**config.mk**
```make
export PLATFORM = sky130hd
export DESIGN_NAME = hub_port_ctl
export DESIGN_NICKNAME = d
export VERILOG_FILES = /design/src/design/hub_port_ctl.v /design/src/design/pin_sync3.v
export VERILOG_INCLUDE_DIRS = /design/src /design/src/include
export SDC_FILE = /design/constraint.sdc
export NUM_CORES = 1
export LEC_CHECK = 0
export BUFFER_PORTS_ARGS = -buffer_cell sky130_fd_sc_hd__buf_4
export CAP_MARGIN = 10
export CORE_UTILIZATION = 53
export CTS_BUF_LIST = sky130_fd_sc_hd__clkbuf_2
export DETAILED_ROUTE_END_ITERATION = 10
export PLACE_DENSITY = 0.91
export SLEW_MARGIN = 20
export SYNTH_ARGS = -nofsm -noshare
export SYNTH_HDL_FRONTEND = slang
export SYNTH_SLANG_ARGS = --single-unit
```
**constraint.sdc**
```tcl
create_clock -name clk_i -period 3.2 [get_ports clk_i]
set_input_delay 0.16 -clock clk_i [delete_from_list [all_inputs] [get_ports clk_i]]
set_output_delay 0.16 -clock clk_i [all_outputs]
set_load 0.005 [all_outputs]
```
**src/include/hub_port_consts.vh**
```
// constants for the hub port suspend/resume and upstream control block
// assumes an AXI4-Lite slave with 32-bit data, one register per aligned word
`ifndef HUB_PORT_CONSTS_VH
`define HUB_PORT_CONSTS_VH

// ----------------------------------------------------------------
// register byte addresses (printed offsets are indices, address = 4 * index)
// ----------------------------------------------------------------
`define UPS_CTL_IDX        8'h1F
`define SEL_SUSP_IDX       8'h4D
`define RESUME_STAT_IDX    8'h4E
`define PORT_ENABLE_IDX    8'h60
`define UPS_CTL_ADDR       12'h07C
`define SEL_SUSP_ADDR      12'h134
`define RESUME_STAT_ADDR   12'h138
`define PORT_ENABLE_ADDR   12'h180

// ----------------------------------------------------------------
// field positions and reset values
// ----------------------------------------------------------------
`define REMOTE_WAKE_BIT    7
`define BUS_ACT_BIT        3
`define DM_LEVEL_BIT       4
`define DP_LEVEL_BIT       5
`define EP_MODE_BIT        6
`define EP_SIZE_BIT        7
`define REG_RESET          8'h00

// ----------------------------------------------------------------
// upstream forcing codes
// ----------------------------------------------------------------
`define UPS_SIE            3'h0
`define UPS_J              3'h1
`define UPS_K              3'h2
`define UPS_SE0            3'h3
`define UPS_LOW            3'h4
`define UPS_DP_FLOAT       3'h5
`define UPS_DM_FLOAT       3'h6
`define UPS_FLOAT          3'h7

// ----------------------------------------------------------------
// timing
// ----------------------------------------------------------------
`define CLK_MHZ            200
`define WAKE_HOLD_US       1000
`define WAKE_HOLD_CYC      (`WAKE_HOLD_US * `CLK_MHZ)

`endif

```
**src/design/hub_port_ctl.v**
```verilog
// hub port selective suspend/resume and upstream port status/control logic
// assumes AXI4-Lite register access on clk_i; pins arrive asynchronous, SIE strobes on clk_i
// Behaviour
// - suspended port gets no repeated traffic, no resume unless it originated there
// - resume on suspended port drives K back, sets resume flag, raises hub interrupt
// - disconnect on a suspended port clears its selective suspend bit
// - remote wake bit gates upstream resume on downstream connect or disconnect
// - downstream remote wakeup propagates regardless; interrupt independent of that bit
// - suspend and resume status registers clear on chip reset and bus reset
// - resume status has four hardware flags, upper bits read zero
// - clearing suspend bit clears resume flag and stops hardware K; forcing continues
// - suspended hub on resume drives K upstream, to enabled unsuspended ports, interrupts
// - leaving suspend, hold firmware off at least 1 ms by counter
// - every allowed downstream change wakes the part even without remote wake
// - three-bit upstream code forces pins; zero leaves the SIE driving
// - bus activity flag set by SIE, sticky, written zero clears, one keeps
// - two read-only bits show live upstream D- and D+ levels
// - bit 7 endpoint size, bit 6 endpoint mode; register clears on reset
// - hub generates end-of-packet toward ports at EOF1 each frame
// - each port has two-bit forcing: normal, diff one, diff zero, SE0
// - babble clears a port enable; all enables clear on reset or bus reset
`include "hub_port_consts.vh"
module hub_port_ctl #(
  parameter NPORT     = 4,
  parameter WAKE_HOLD = `WAKE_HOLD_CYC
) (
  // clock and reset
  input  wire             clk_i,
  input  wire             sys_rst_i,
  input  wire             bus_reset_i,
  // axi4-lite slave
  input  wire [11:0]      s_axi_awaddr,
  input  wire             s_axi_awvalid,
  output wire             s_axi_awready,
  input  wire [31:0]      s_axi_wdata,
  input  wire [3:0]       s_axi_wstrb,
  input  wire             s_axi_wvalid,
  output wire             s_axi_wready,
  output reg  [1:0]       s_axi_bresp,
  output reg              s_axi_bvalid,
  input  wire             s_axi_bready,
  input  wire [11:0]      s_axi_araddr,
  input  wire             s_axi_arvalid,
  output wire             s_axi_arready,
  output reg  [31:0]      s_axi_rdata,
  output reg  [1:0]       s_axi_rresp,
  output reg              s_axi_rvalid,
  input  wire             s_axi_rready,
  // downstream port events from the repeater (same clock)
  input  wire [NPORT-1:0] ds_resume_det_i,
  input  wire [NPORT-1:0] ds_disconnect_i,
  input  wire [NPORT-1:0] ds_connect_i,
  input  wire [NPORT-1:0] ds_babble_i,
  input  wire [NPORT-1:0] ds_traffic_i,
  input  wire [2*NPORT-1:0] ds_force_i,
  input  wire             eof1_i,
  // downstream port controls
  output reg  [NPORT-1:0] ds_fwd_en_o,
  output reg  [NPORT-1:0] ds_hw_k_o,
  output reg  [NPORT-1:0] ds_eop_o,
  output reg  [2*NPORT-1:0] ds_drive_o,
  // hub suspend / wake
  input  wire             hub_suspended_i,
  input  wire             up_resume_det_i,
  output reg              up_k_o,
  output reg              wake_o,
  output reg              fw_hold_o,
  output reg              hub_irq_o,
  input  wire             hub_irq_ack_i,
  // upstream port
  input  wire             sie_activity_i,
  input  wire             sie_dp_i,
  input  wire             sie_dm_i,
  input  wire             sie_oe_i,
  input  wire             up_dp_pin_i,
  input  wire             up_dm_pin_i,
  output reg              up_dp_o,
  output reg              up_dm_o,
  output reg              up_dp_oe_n_o,
  output reg              up_dm_oe_n_o,
  output wire             ep_size_o,
  output wire             ep_mode_o
);
  // ----------------------------------------------------------------
  // registers
  // ----------------------------------------------------------------
  reg [7:0]       ups_ctl;
  reg [7:0]       sel_susp;
  reg [NPORT-1:0] resume_stat;
  reg [NPORT-1:0] port_en;
  reg [11:0]      aw_addr;
  reg             aw_full;
  reg [31:0]      w_data;
  reg [3:0]       w_strb;
  reg             w_full;
  reg [31:0]      wake_cnt;
  reg             waking;
  wire [1:0]      up_lvl;
  wire            clr_all = sys_rst_i | bus_reset_i;
  wire            wr_go   = aw_full & w_full & ~s_axi_bvalid;
  wire            wr_ups  = wr_go & w_strb[0] & (aw_addr == `UPS_CTL_ADDR);
  wire            wr_susp = wr_go & w_strb[0] & (aw_addr == `SEL_SUSP_ADDR);
  wire            wr_en   = wr_go & w_strb[0] & (aw_addr == `PORT_ENABLE_ADDR);
  wire [NPORT-1:0] susp   = sel_susp[NPORT-1:0];
  integer         p;

  function mapped;
    input [11:0] a;
    begin
      mapped = (a == `UPS_CTL_ADDR) || (a == `SEL_SUSP_ADDR) ||
               (a == `RESUME_STAT_ADDR) || (a == `PORT_ENABLE_ADDR);
    end
  endfunction

  assign s_axi_awready = ~aw_full;
  assign s_axi_wready  = ~w_full;
  assign s_axi_arready = ~s_axi_rvalid;
  assign ep_size_o     = ups_ctl[`EP_SIZE_BIT];
  assign ep_mode_o     = ups_ctl[`EP_MODE_BIT];

  pin_sync3 #(.W(2)) u_up_sync (
    .clk_i     (clk_i),
    .sys_rst_i (sys_rst_i),
    .async_i   ({up_dp_pin_i, up_dm_pin_i}),
    .sync_o    (up_lvl)
  );

  // ----------------------------------------------------------------
  // write channel
  // ----------------------------------------------------------------
  always @(posedge clk_i) begin
    if (sys_rst_i) begin
      aw_full      <= 1'b0;
      w_full       <= 1'b0;
      aw_addr      <= 12'h000;
      w_data       <= 32'h00000000;
      w_strb       <= 4'h0;
      s_axi_bvalid <= 1'b0;
      s_axi_bresp  <= 2'h0;
    end else begin
      if (s_axi_awvalid && !aw_full) begin
        aw_addr <= s_axi_awaddr;
        aw_full <= 1'b1;
      end
      if (s_axi_wvalid && !w_full) begin
        w_data <= s_axi_wdata;
        w_strb <= s_axi_wstrb;
        w_full <= 1'b1;
      end
      if (wr_go) begin
        aw_full      <= 1'b0;
        w_full       <= 1'b0;
        s_axi_bvalid <= 1'b1;
        s_axi_bresp  <= mapped(aw_addr) ? 2'h0 : 2'h2;
      end else if (s_axi_bready) begin
        s_axi_bvalid <= 1'b0;
      end
    end
  end

  // ----------------------------------------------------------------
  // read channel
  // ----------------------------------------------------------------
  always @(posedge clk_i) begin
    if (sys_rst_i) begin
      s_axi_rvalid <= 1'b0;
      s_axi_rdata  <= 32'h00000000;
      s_axi_rresp  <= 2'h0;
    end else if (s_axi_arvalid && !s_axi_rvalid) begin
      s_axi_rvalid <= 1'b1;
      s_axi_rresp  <= 2'h0;
      s_axi_rdata  <= 32'h00000000;
      if (s_axi_araddr == `UPS_CTL_ADDR) begin
        s_axi_rdata[7:0] <= {ups_ctl[7:6], up_lvl[1], up_lvl[0], ups_ctl[3:0]};
      end else if (s_axi_araddr == `SEL_SUSP_ADDR) begin
        s_axi_rdata[7:0] <= sel_susp;
      end else if (s_axi_araddr == `RESUME_STAT_ADDR) begin
        s_axi_rdata[NPORT-1:0] <= resume_stat;
      end else if (s_axi_araddr == `PORT_ENABLE_ADDR) begin
        s_axi_rdata[NPORT-1:0] <= port_en;
      end else begin
        s_axi_rresp <= 2'h2;
      end
    end else if (s_axi_rready) begin
      s_axi_rvalid <= 1'b0;
    end
  end

  // ----------------------------------------------------------------
  // upstream status and control
  // ----------------------------------------------------------------
  always @(posedge clk_i) begin
    if (sys_rst_i) begin
      ups_ctl <= `REG_RESET;
    end else begin
      if (wr_ups) begin
        ups_ctl[7:6] <= w_data[7:6];
        ups_ctl[2:0] <= w_data[2:0];
      end
      // set wins over a clearing write in the same cycle
      if (sie_activity_i) begin
        ups_ctl[`BUS_ACT_BIT] <= 1'b1;
      end else if (wr_ups && !w_data[`BUS_ACT_BIT]) begin
        ups_ctl[`BUS_ACT_BIT] <= 1'b0;
      end
    end
  end

  // upstream pin drive; oe low means driving, K from resume overrides only SIE mode
  always @* begin
    up_dp_o      = sie_dp_i;
    up_dm_o      = sie_dm_i;
    up_dp_oe_n_o = ~sie_oe_i;
    up_dm_oe_n_o = ~sie_oe_i;
    case (ups_ctl[2:0])
      `UPS_SIE: begin
        if (up_k_o) begin
          up_dp_o      = 1'b0;
          up_dm_o      = 1'b1;
          up_dp_oe_n_o = 1'b0;
          up_dm_oe_n_o = 1'b0;
        end
      end
      `UPS_J: begin
        up_dp_o = 1'b1; up_dm_o = 1'b0; up_dp_oe_n_o = 1'b0; up_dm_oe_n_o = 1'b0;
      end
      `UPS_K: begin
        up_dp_o = 1'b0; up_dm_o = 1'b1; up_dp_oe_n_o = 1'b0; up_dm_oe_n_o = 1'b0;
      end
      `UPS_SE0, `UPS_LOW: begin
        up_dp_o = 1'b0; up_dm_o = 1'b0; up_dp_oe_n_o = 1'b0; up_dm_oe_n_o = 1'b0;
      end
      `UPS_DP_FLOAT: begin
        up_dp_o = 1'b0; up_dm_o = 1'b0; up_dp_oe_n_o = 1'b1; up_dm_oe_n_o = 1'b0;
      end
      `UPS_DM_FLOAT: begin
        up_dp_o = 1'b0; up_dm_o = 1'b0; up_dp_oe_n_o = 1'b0; up_dm_oe_n_o = 1'b1;
      end
      default: begin
        up_dp_o = 1'b0; up_dm_o = 1'b0; up_dp_oe_n_o = 1'b1; up_dm_oe_n_o = 1'b1;
      end
    endcase
  end

  // ----------------------------------------------------------------
  // selective suspend, resume status and port enables
  // ----------------------------------------------------------------
  always @(posedge clk_i) begin
    if (clr_all) begin
      sel_susp    <= `REG_RESET;
      resume_stat <= {NPORT{1'b0}};
      port_en     <= {NPORT{1'b0}};
    end else begin
      if (wr_susp) begin
        sel_susp <= w_data[7:0];
      end
      if (wr_en) begin
        port_en <= w_data[NPORT-1:0];
      end
      for (p = 0; p < NPORT; p = p + 1) begin
        if (ds_babble_i[p]) begin
          port_en[p] <= 1'b0;
        end
        if (susp[p] && ds_disconnect_i[p]) begin
          sel_susp[p]    <= 1'b0;
          resume_stat[p] <= 1'b0;
        end else if (wr_susp && !w_data[p]) begin
          resume_stat[p] <= 1'b0;
        end else if (susp[p] && ds_resume_det_i[p]) begin
          resume_stat[p] <= 1'b1;
        end
      end
    end
  end

  // ----------------------------------------------------------------
  // downstream drive, forwarding and end-of-packet
  // ----------------------------------------------------------------
  always @(posedge clk_i) begin
    if (clr_all) begin
      ds_fwd_en_o <= {NPORT{1'b0}};
      ds_hw_k_o   <= {NPORT{1'b0}};
      ds_eop_o    <= {NPORT{1'b0}};
      ds_drive_o  <= {2*NPORT{1'b0}};
    end else begin
      ds_fwd_en_o <= port_en & ~susp;
      ds_eop_o    <= eof1_i ? (port_en & ~susp) : {NPORT{1'b0}};
      // firmware forcing passes through whatever the hardware K does
      ds_drive_o  <= ds_force_i;
      for (p = 0; p < NPORT; p = p + 1) begin
        // resume from the port itself or a global resume on an enabled, unsuspended port
        ds_hw_k_o[p] <= (resume_stat[p] & susp[p]) | (up_k_o & port_en[p] & ~susp[p]);
      end
    end
  end

  // ----------------------------------------------------------------
  // wake, upstream resume and hub interrupt
  // ----------------------------------------------------------------
  wire ds_change  = |(ds_connect_i | ds_disconnect_i);
  wire ds_wake    = |ds_resume_det_i;
  wire rwake_ev   = |(ds_resume_det_i & susp);
  wire up_prop    = ds_wake | (ds_change & sel_susp[`REMOTE_WAKE_BIT]);
  wire irq_event  = rwake_ev | (hub_suspended_i & (up_resume_det_i | ds_wake));

  always @(posedge clk_i) begin
    if (sys_rst_i) begin
      up_k_o    <= 1'b0;
      wake_o    <= 1'b0;
      hub_irq_o <= 1'b0;
      fw_hold_o <= 1'b0;
      waking    <= 1'b0;
      wake_cnt  <= 32'h00000000;
    end else begin
      up_k_o <= hub_suspended_i & (up_resume_det_i | up_prop);
      wake_o <= hub_suspended_i & (up_resume_det_i | ds_wake | ds_change);
      if (irq_event) begin
        hub_irq_o <= 1'b1;
      end else if (hub_irq_ack_i) begin
        hub_irq_o <= 1'b0;
      end
      // hold firmware until the restarted clock has settled for the full count
      if (hub_suspended_i) begin
        waking    <= 1'b1;
        fw_hold_o <= 1'b1;
        wake_cnt  <= 32'h00000000;
      end else if (waking) begin
        if (wake_cnt >= WAKE_HOLD - 1) begin
          waking    <= 1'b0;
          fw_hold_o <= 1'b0;
        end else begin
          wake_cnt <= wake_cnt + 32'h00000001;
        end
      end
    end
  end
endmodule // hub_port_ctl

```
**src/design/pin_sync3.v**
```verilog
// three-stage synchroniser for a bus of pin inputs
// assumes the inputs are asynchronous to clk_i; change counts when stages 2 and 3 agree
module pin_sync3 #(
  parameter W = 1
) (
  // clock and reset
  input  wire         clk_i,
  input  wire         sys_rst_i,
  // pins and result
  input  wire [W-1:0] async_i,
  output reg  [W-1:0] sync_o
);
  reg [W-1:0] s1;
  reg [W-1:0] s2;
  reg [W-1:0] s3;
  integer     i;

  always @(posedge clk_i) begin
    if (sys_rst_i) begin
      s1     <= {W{1'b0}};
      s2     <= {W{1'b0}};
      s3     <= {W{1'b0}};
      sync_o <= {W{1'b0}};
    end else begin
      s1 <= async_i;
      s2 <= s1;
      s3 <= s2;
      // a bit moves only once the last two stages agree, filtering a lone glitch
      for (i = 0; i < W; i = i + 1) begin
        if (s2[i] == s3[i]) begin
          sync_o[i] <= s3[i];
        end
      end
    end
  end
endmodule // pin_sync3

```
==> results.yml <==
outcome:
  status: "complete, but fails checks"
  violations: "design-rule violations"
finish:
  layout-area-overhead-vs-synth_pct: 43.2
  multi_input_area_um2: 2230
  regArea_um2: 2440
  drive_gt1_frac: 0.205
  layout.nets: 881
  nFillCells: 458
grt:
  track_usage: 0.383
  globalRouteOverflowTotal: 0
  grt_max_degree: 58
  grt_pass1_vias: 5449
  grt_pass1_wl_um: 28600
  antenna_found_initial: 3
clock_network:
  cts_sinks: 122
  cts_buffers: 17
  h-tree-depth: 4
  cts_tree: "done"
  cts_setup_buffers: 0
  root_buffer: "clkbuf_2"
  cts_buffer_depth: 2
  insertion_delay_ns: 0.74
  clk_pin_slew_ns: 0.26
power:
  intPower_mw: 2.13
  pwr-share-comb: 0.125
  p_switching_mw: 0.893
  powerDensity_nw_per_um2: 430
  p_total_mw: 3.03
  power_leakage_nw: 2.95
  clock_power_share: 0.349
  power.switching_fraction: 0.295
  p_seq_frac: 0.526
  irDropWorstVdd_v: 0.000298
placement:
  gp_congestion: 0.885
  portBuffers: 119
  dp_hpwl_um: 8520
  place_ws_ns: 0.628
sta:
  finalSetupViolCount: 0
  relSlewSlack: 0.306
  hold-worst-slack_ns: 0.0532
  setup_tns_ns: 0
  period_share: 0.959
  hold_viol: 0
  fin_ws_ns: 0.131
  fin_worst_skew_ns: 0.0589
  rsz0062_at_grt: "no"
  fmax_ghz: 0.326
  fin_crit_ns: 3.07
  slew_violations: 0
  tightest_slew_ns: 1.03
yosys:
  synthArstFlopShare: 0
  yosysTopAreaCellShare: 0.497
  synth.most_common_cell: "dfxtp_1"
  ys_ff_latch: 122
  synth_top_cell_by_area: "dfxtp_1"
  yosys-top-cells-count: "122 x dfxtp_1, 69 x nand2_1, 61 x a21oi_1"
  syn_avg_cell_area_um2: 8.88
  synth_area_um2: 4920
  yosys_warnings: 0
  ys_seq_area_frac: 0.497
  synth_top_cells_by_area: "dfxtp_1 50%, a21oi_1 6.2%, nand2_1 5.3%"
  ys_types: 58
  synthFlopType: "dfxtp_1"
  syn_inst: 554
  synth_edf_count: 0
floorplan:
  die_w_um: 98.3
  io_pins: 177
  start_util: 0.556
  rows: 34
  die_height_um: 98.3
  dieArea_um2: 9670
  coreArea_um2: 8850
drt:
  dr.pass1.iters: 11
  drcViolationCount: 13
  wl_per_cell_um: 20.6
  ant_nets: 0
  route.vias.total: 5562
  drt_wl_total_um: 18500
  vias_per_cell: 6.20
  drt-initial-drc-count: 570
critical_path:
  r2r_setup_slack_ns: 0.13
  critPathTopFamily: "simple AND/OR/NAND/NOR gates"
  cp.arrival_ns: 3.69
  cp.required_ns: 3.82
  crit_buf_inv: 1
  rr_endpoint: "resume_stat[1]"
  crit_chain: "or4bb_1 -> or2_0 -> or4_4 -> o21ai_0 -> nor2_1 -> dlygate4sd3_1"
  crit_cells: 6
  slowest_stage: "or4_4"
  cp-startpoint: "aw_addr[0]"
  reg2reg_depth: 6
  cpPeakStageDelay_ns: 0.68
  critPathKind: "flop to flop"
  cp-endpoint: "resume_stat[1]"
  path_max_fanout: 12
  end_kind: "flop"
  start_kind: "flop"
  r2r_start: "aw_addr[0]"
flow_run:
  max_cap_violations: 0
min_path:
  hp-class: "input port to flop"
==> metal layers <==
metal  track usage  routed length, um  vias to the layer above
met5             0                 12                        -
met2         0.627               8780                      495
li1              -                  -                     2351
met4         0.270               1290                        2
met1         0.433               6530                     2548
met3         0.107               1850                      166
==> tightest hold or removal path, stage by stage <==
cell	delay, ns
buf_4	0.09
or2_2	0.41
nor2_1	0.09
==> kinds of logic after synthesis <==
family,Yosys count,share of synthesized area
simple gates,236,0.249
flops,122,0.497
compound gates,119,0.153
buf+inv,60,0.0679
mux,13,0.0265
xor+xnor,2,0.00356
fa+ha+maj,1,0.00254
other cells,1,0.000763
==> worst min path at each step <==
stage	startpoint	endpoint	slack, ns	depth (start not counted)
final	bus_reset_i	ds_hw_k_o[2]	0.05	3
after global routing	bus_reset_i	ds_fwd_en_o[1]	0.02	3
after CTS	bus_reset_i	ds_hw_k_o[3]	0.02	3
after detailed placement	ds_babble_i[0]	port_en[0]	0.33	2
after global placement	ds_babble_i[0]	port_en[0]	0.33	2
after floorplan	ds_babble_i[0]	port_en[0]	0.24	1
==> area by class of cell <==
| type | count | share of cell area |
|---|---|---|
| inverter | 14 | 0.00746 |
| clock buffer | 17 | 0.0121 |
| antenna | 2 | 0.000711 |
| tap | 108 | 0.0192 |
| timing repair buffer | 222 | 0.273 |
| multi-input combinational | 397 | 0.317 |
| clock inverter | 15 | 0.0235 |
| sequential | 122 | 0.347 |
==> power groups by stage <==
| stage | sequential (mW) | clock (mW) | combinational [mW] |
|---|---|---|---|
| floorplan | 1.61 | 0 | 0.139 |
| global route | 1.60 | 1.12 | 0.398 |
| global placement | 1.61 | 0 | 0.239 |
| finish | 1.59 | 1.06 | 0.379 |
| CTS | 1.58 | 1.02 | 0.341 |
| detailed placement | 1.62 | 0 | 0.247 |
==> cells in the final DEF (no fill, tap or decap), types with 13 or more instances in the layout <==
cell type,Yosys,layout
a21oi_1,61,61
and2_1,24,24
buf_4,26,120
clkbuf_2,0,17
conb_1,1,26
dfxtp_1,122,122
dlygate4sd3_1,0,102
inv_1,14,14
mux2i_1,13,13
nand2_1,69,69
nor2_1,45,45
nor3_1,18,18
==> flip-flops by register name, indices dropped and copies added (netlist names), 6 cells and up <==
register     cells
wake_cnt        32
aw_addr         12
ds_drive_o       8
s_axi_rdata      8
sel_susp         8
w_data           8
ups_ctl          6
==> through the flow <==
step | area (um2) | cells | util
6_report | 7040 | 897 | 0.796
5_1_grt | 7040 | 897 | 0.796
4_1_cts | 7040 | 895 | 0.795
3_5_place_dp | 5770 | 761 | 0.652
3_3_place_gp | 5770 | 761 | 0.652
2_1_floorplan | 5010 | 579 | -
==> timing repair <==
item | 4_1_cts | 5_1_grt
gates resized for setup | 0 | 0
endpoints found under the hold margin | 89 | 0
hold buffers | 102 | 0
Power figures use the tool's default switching activity.
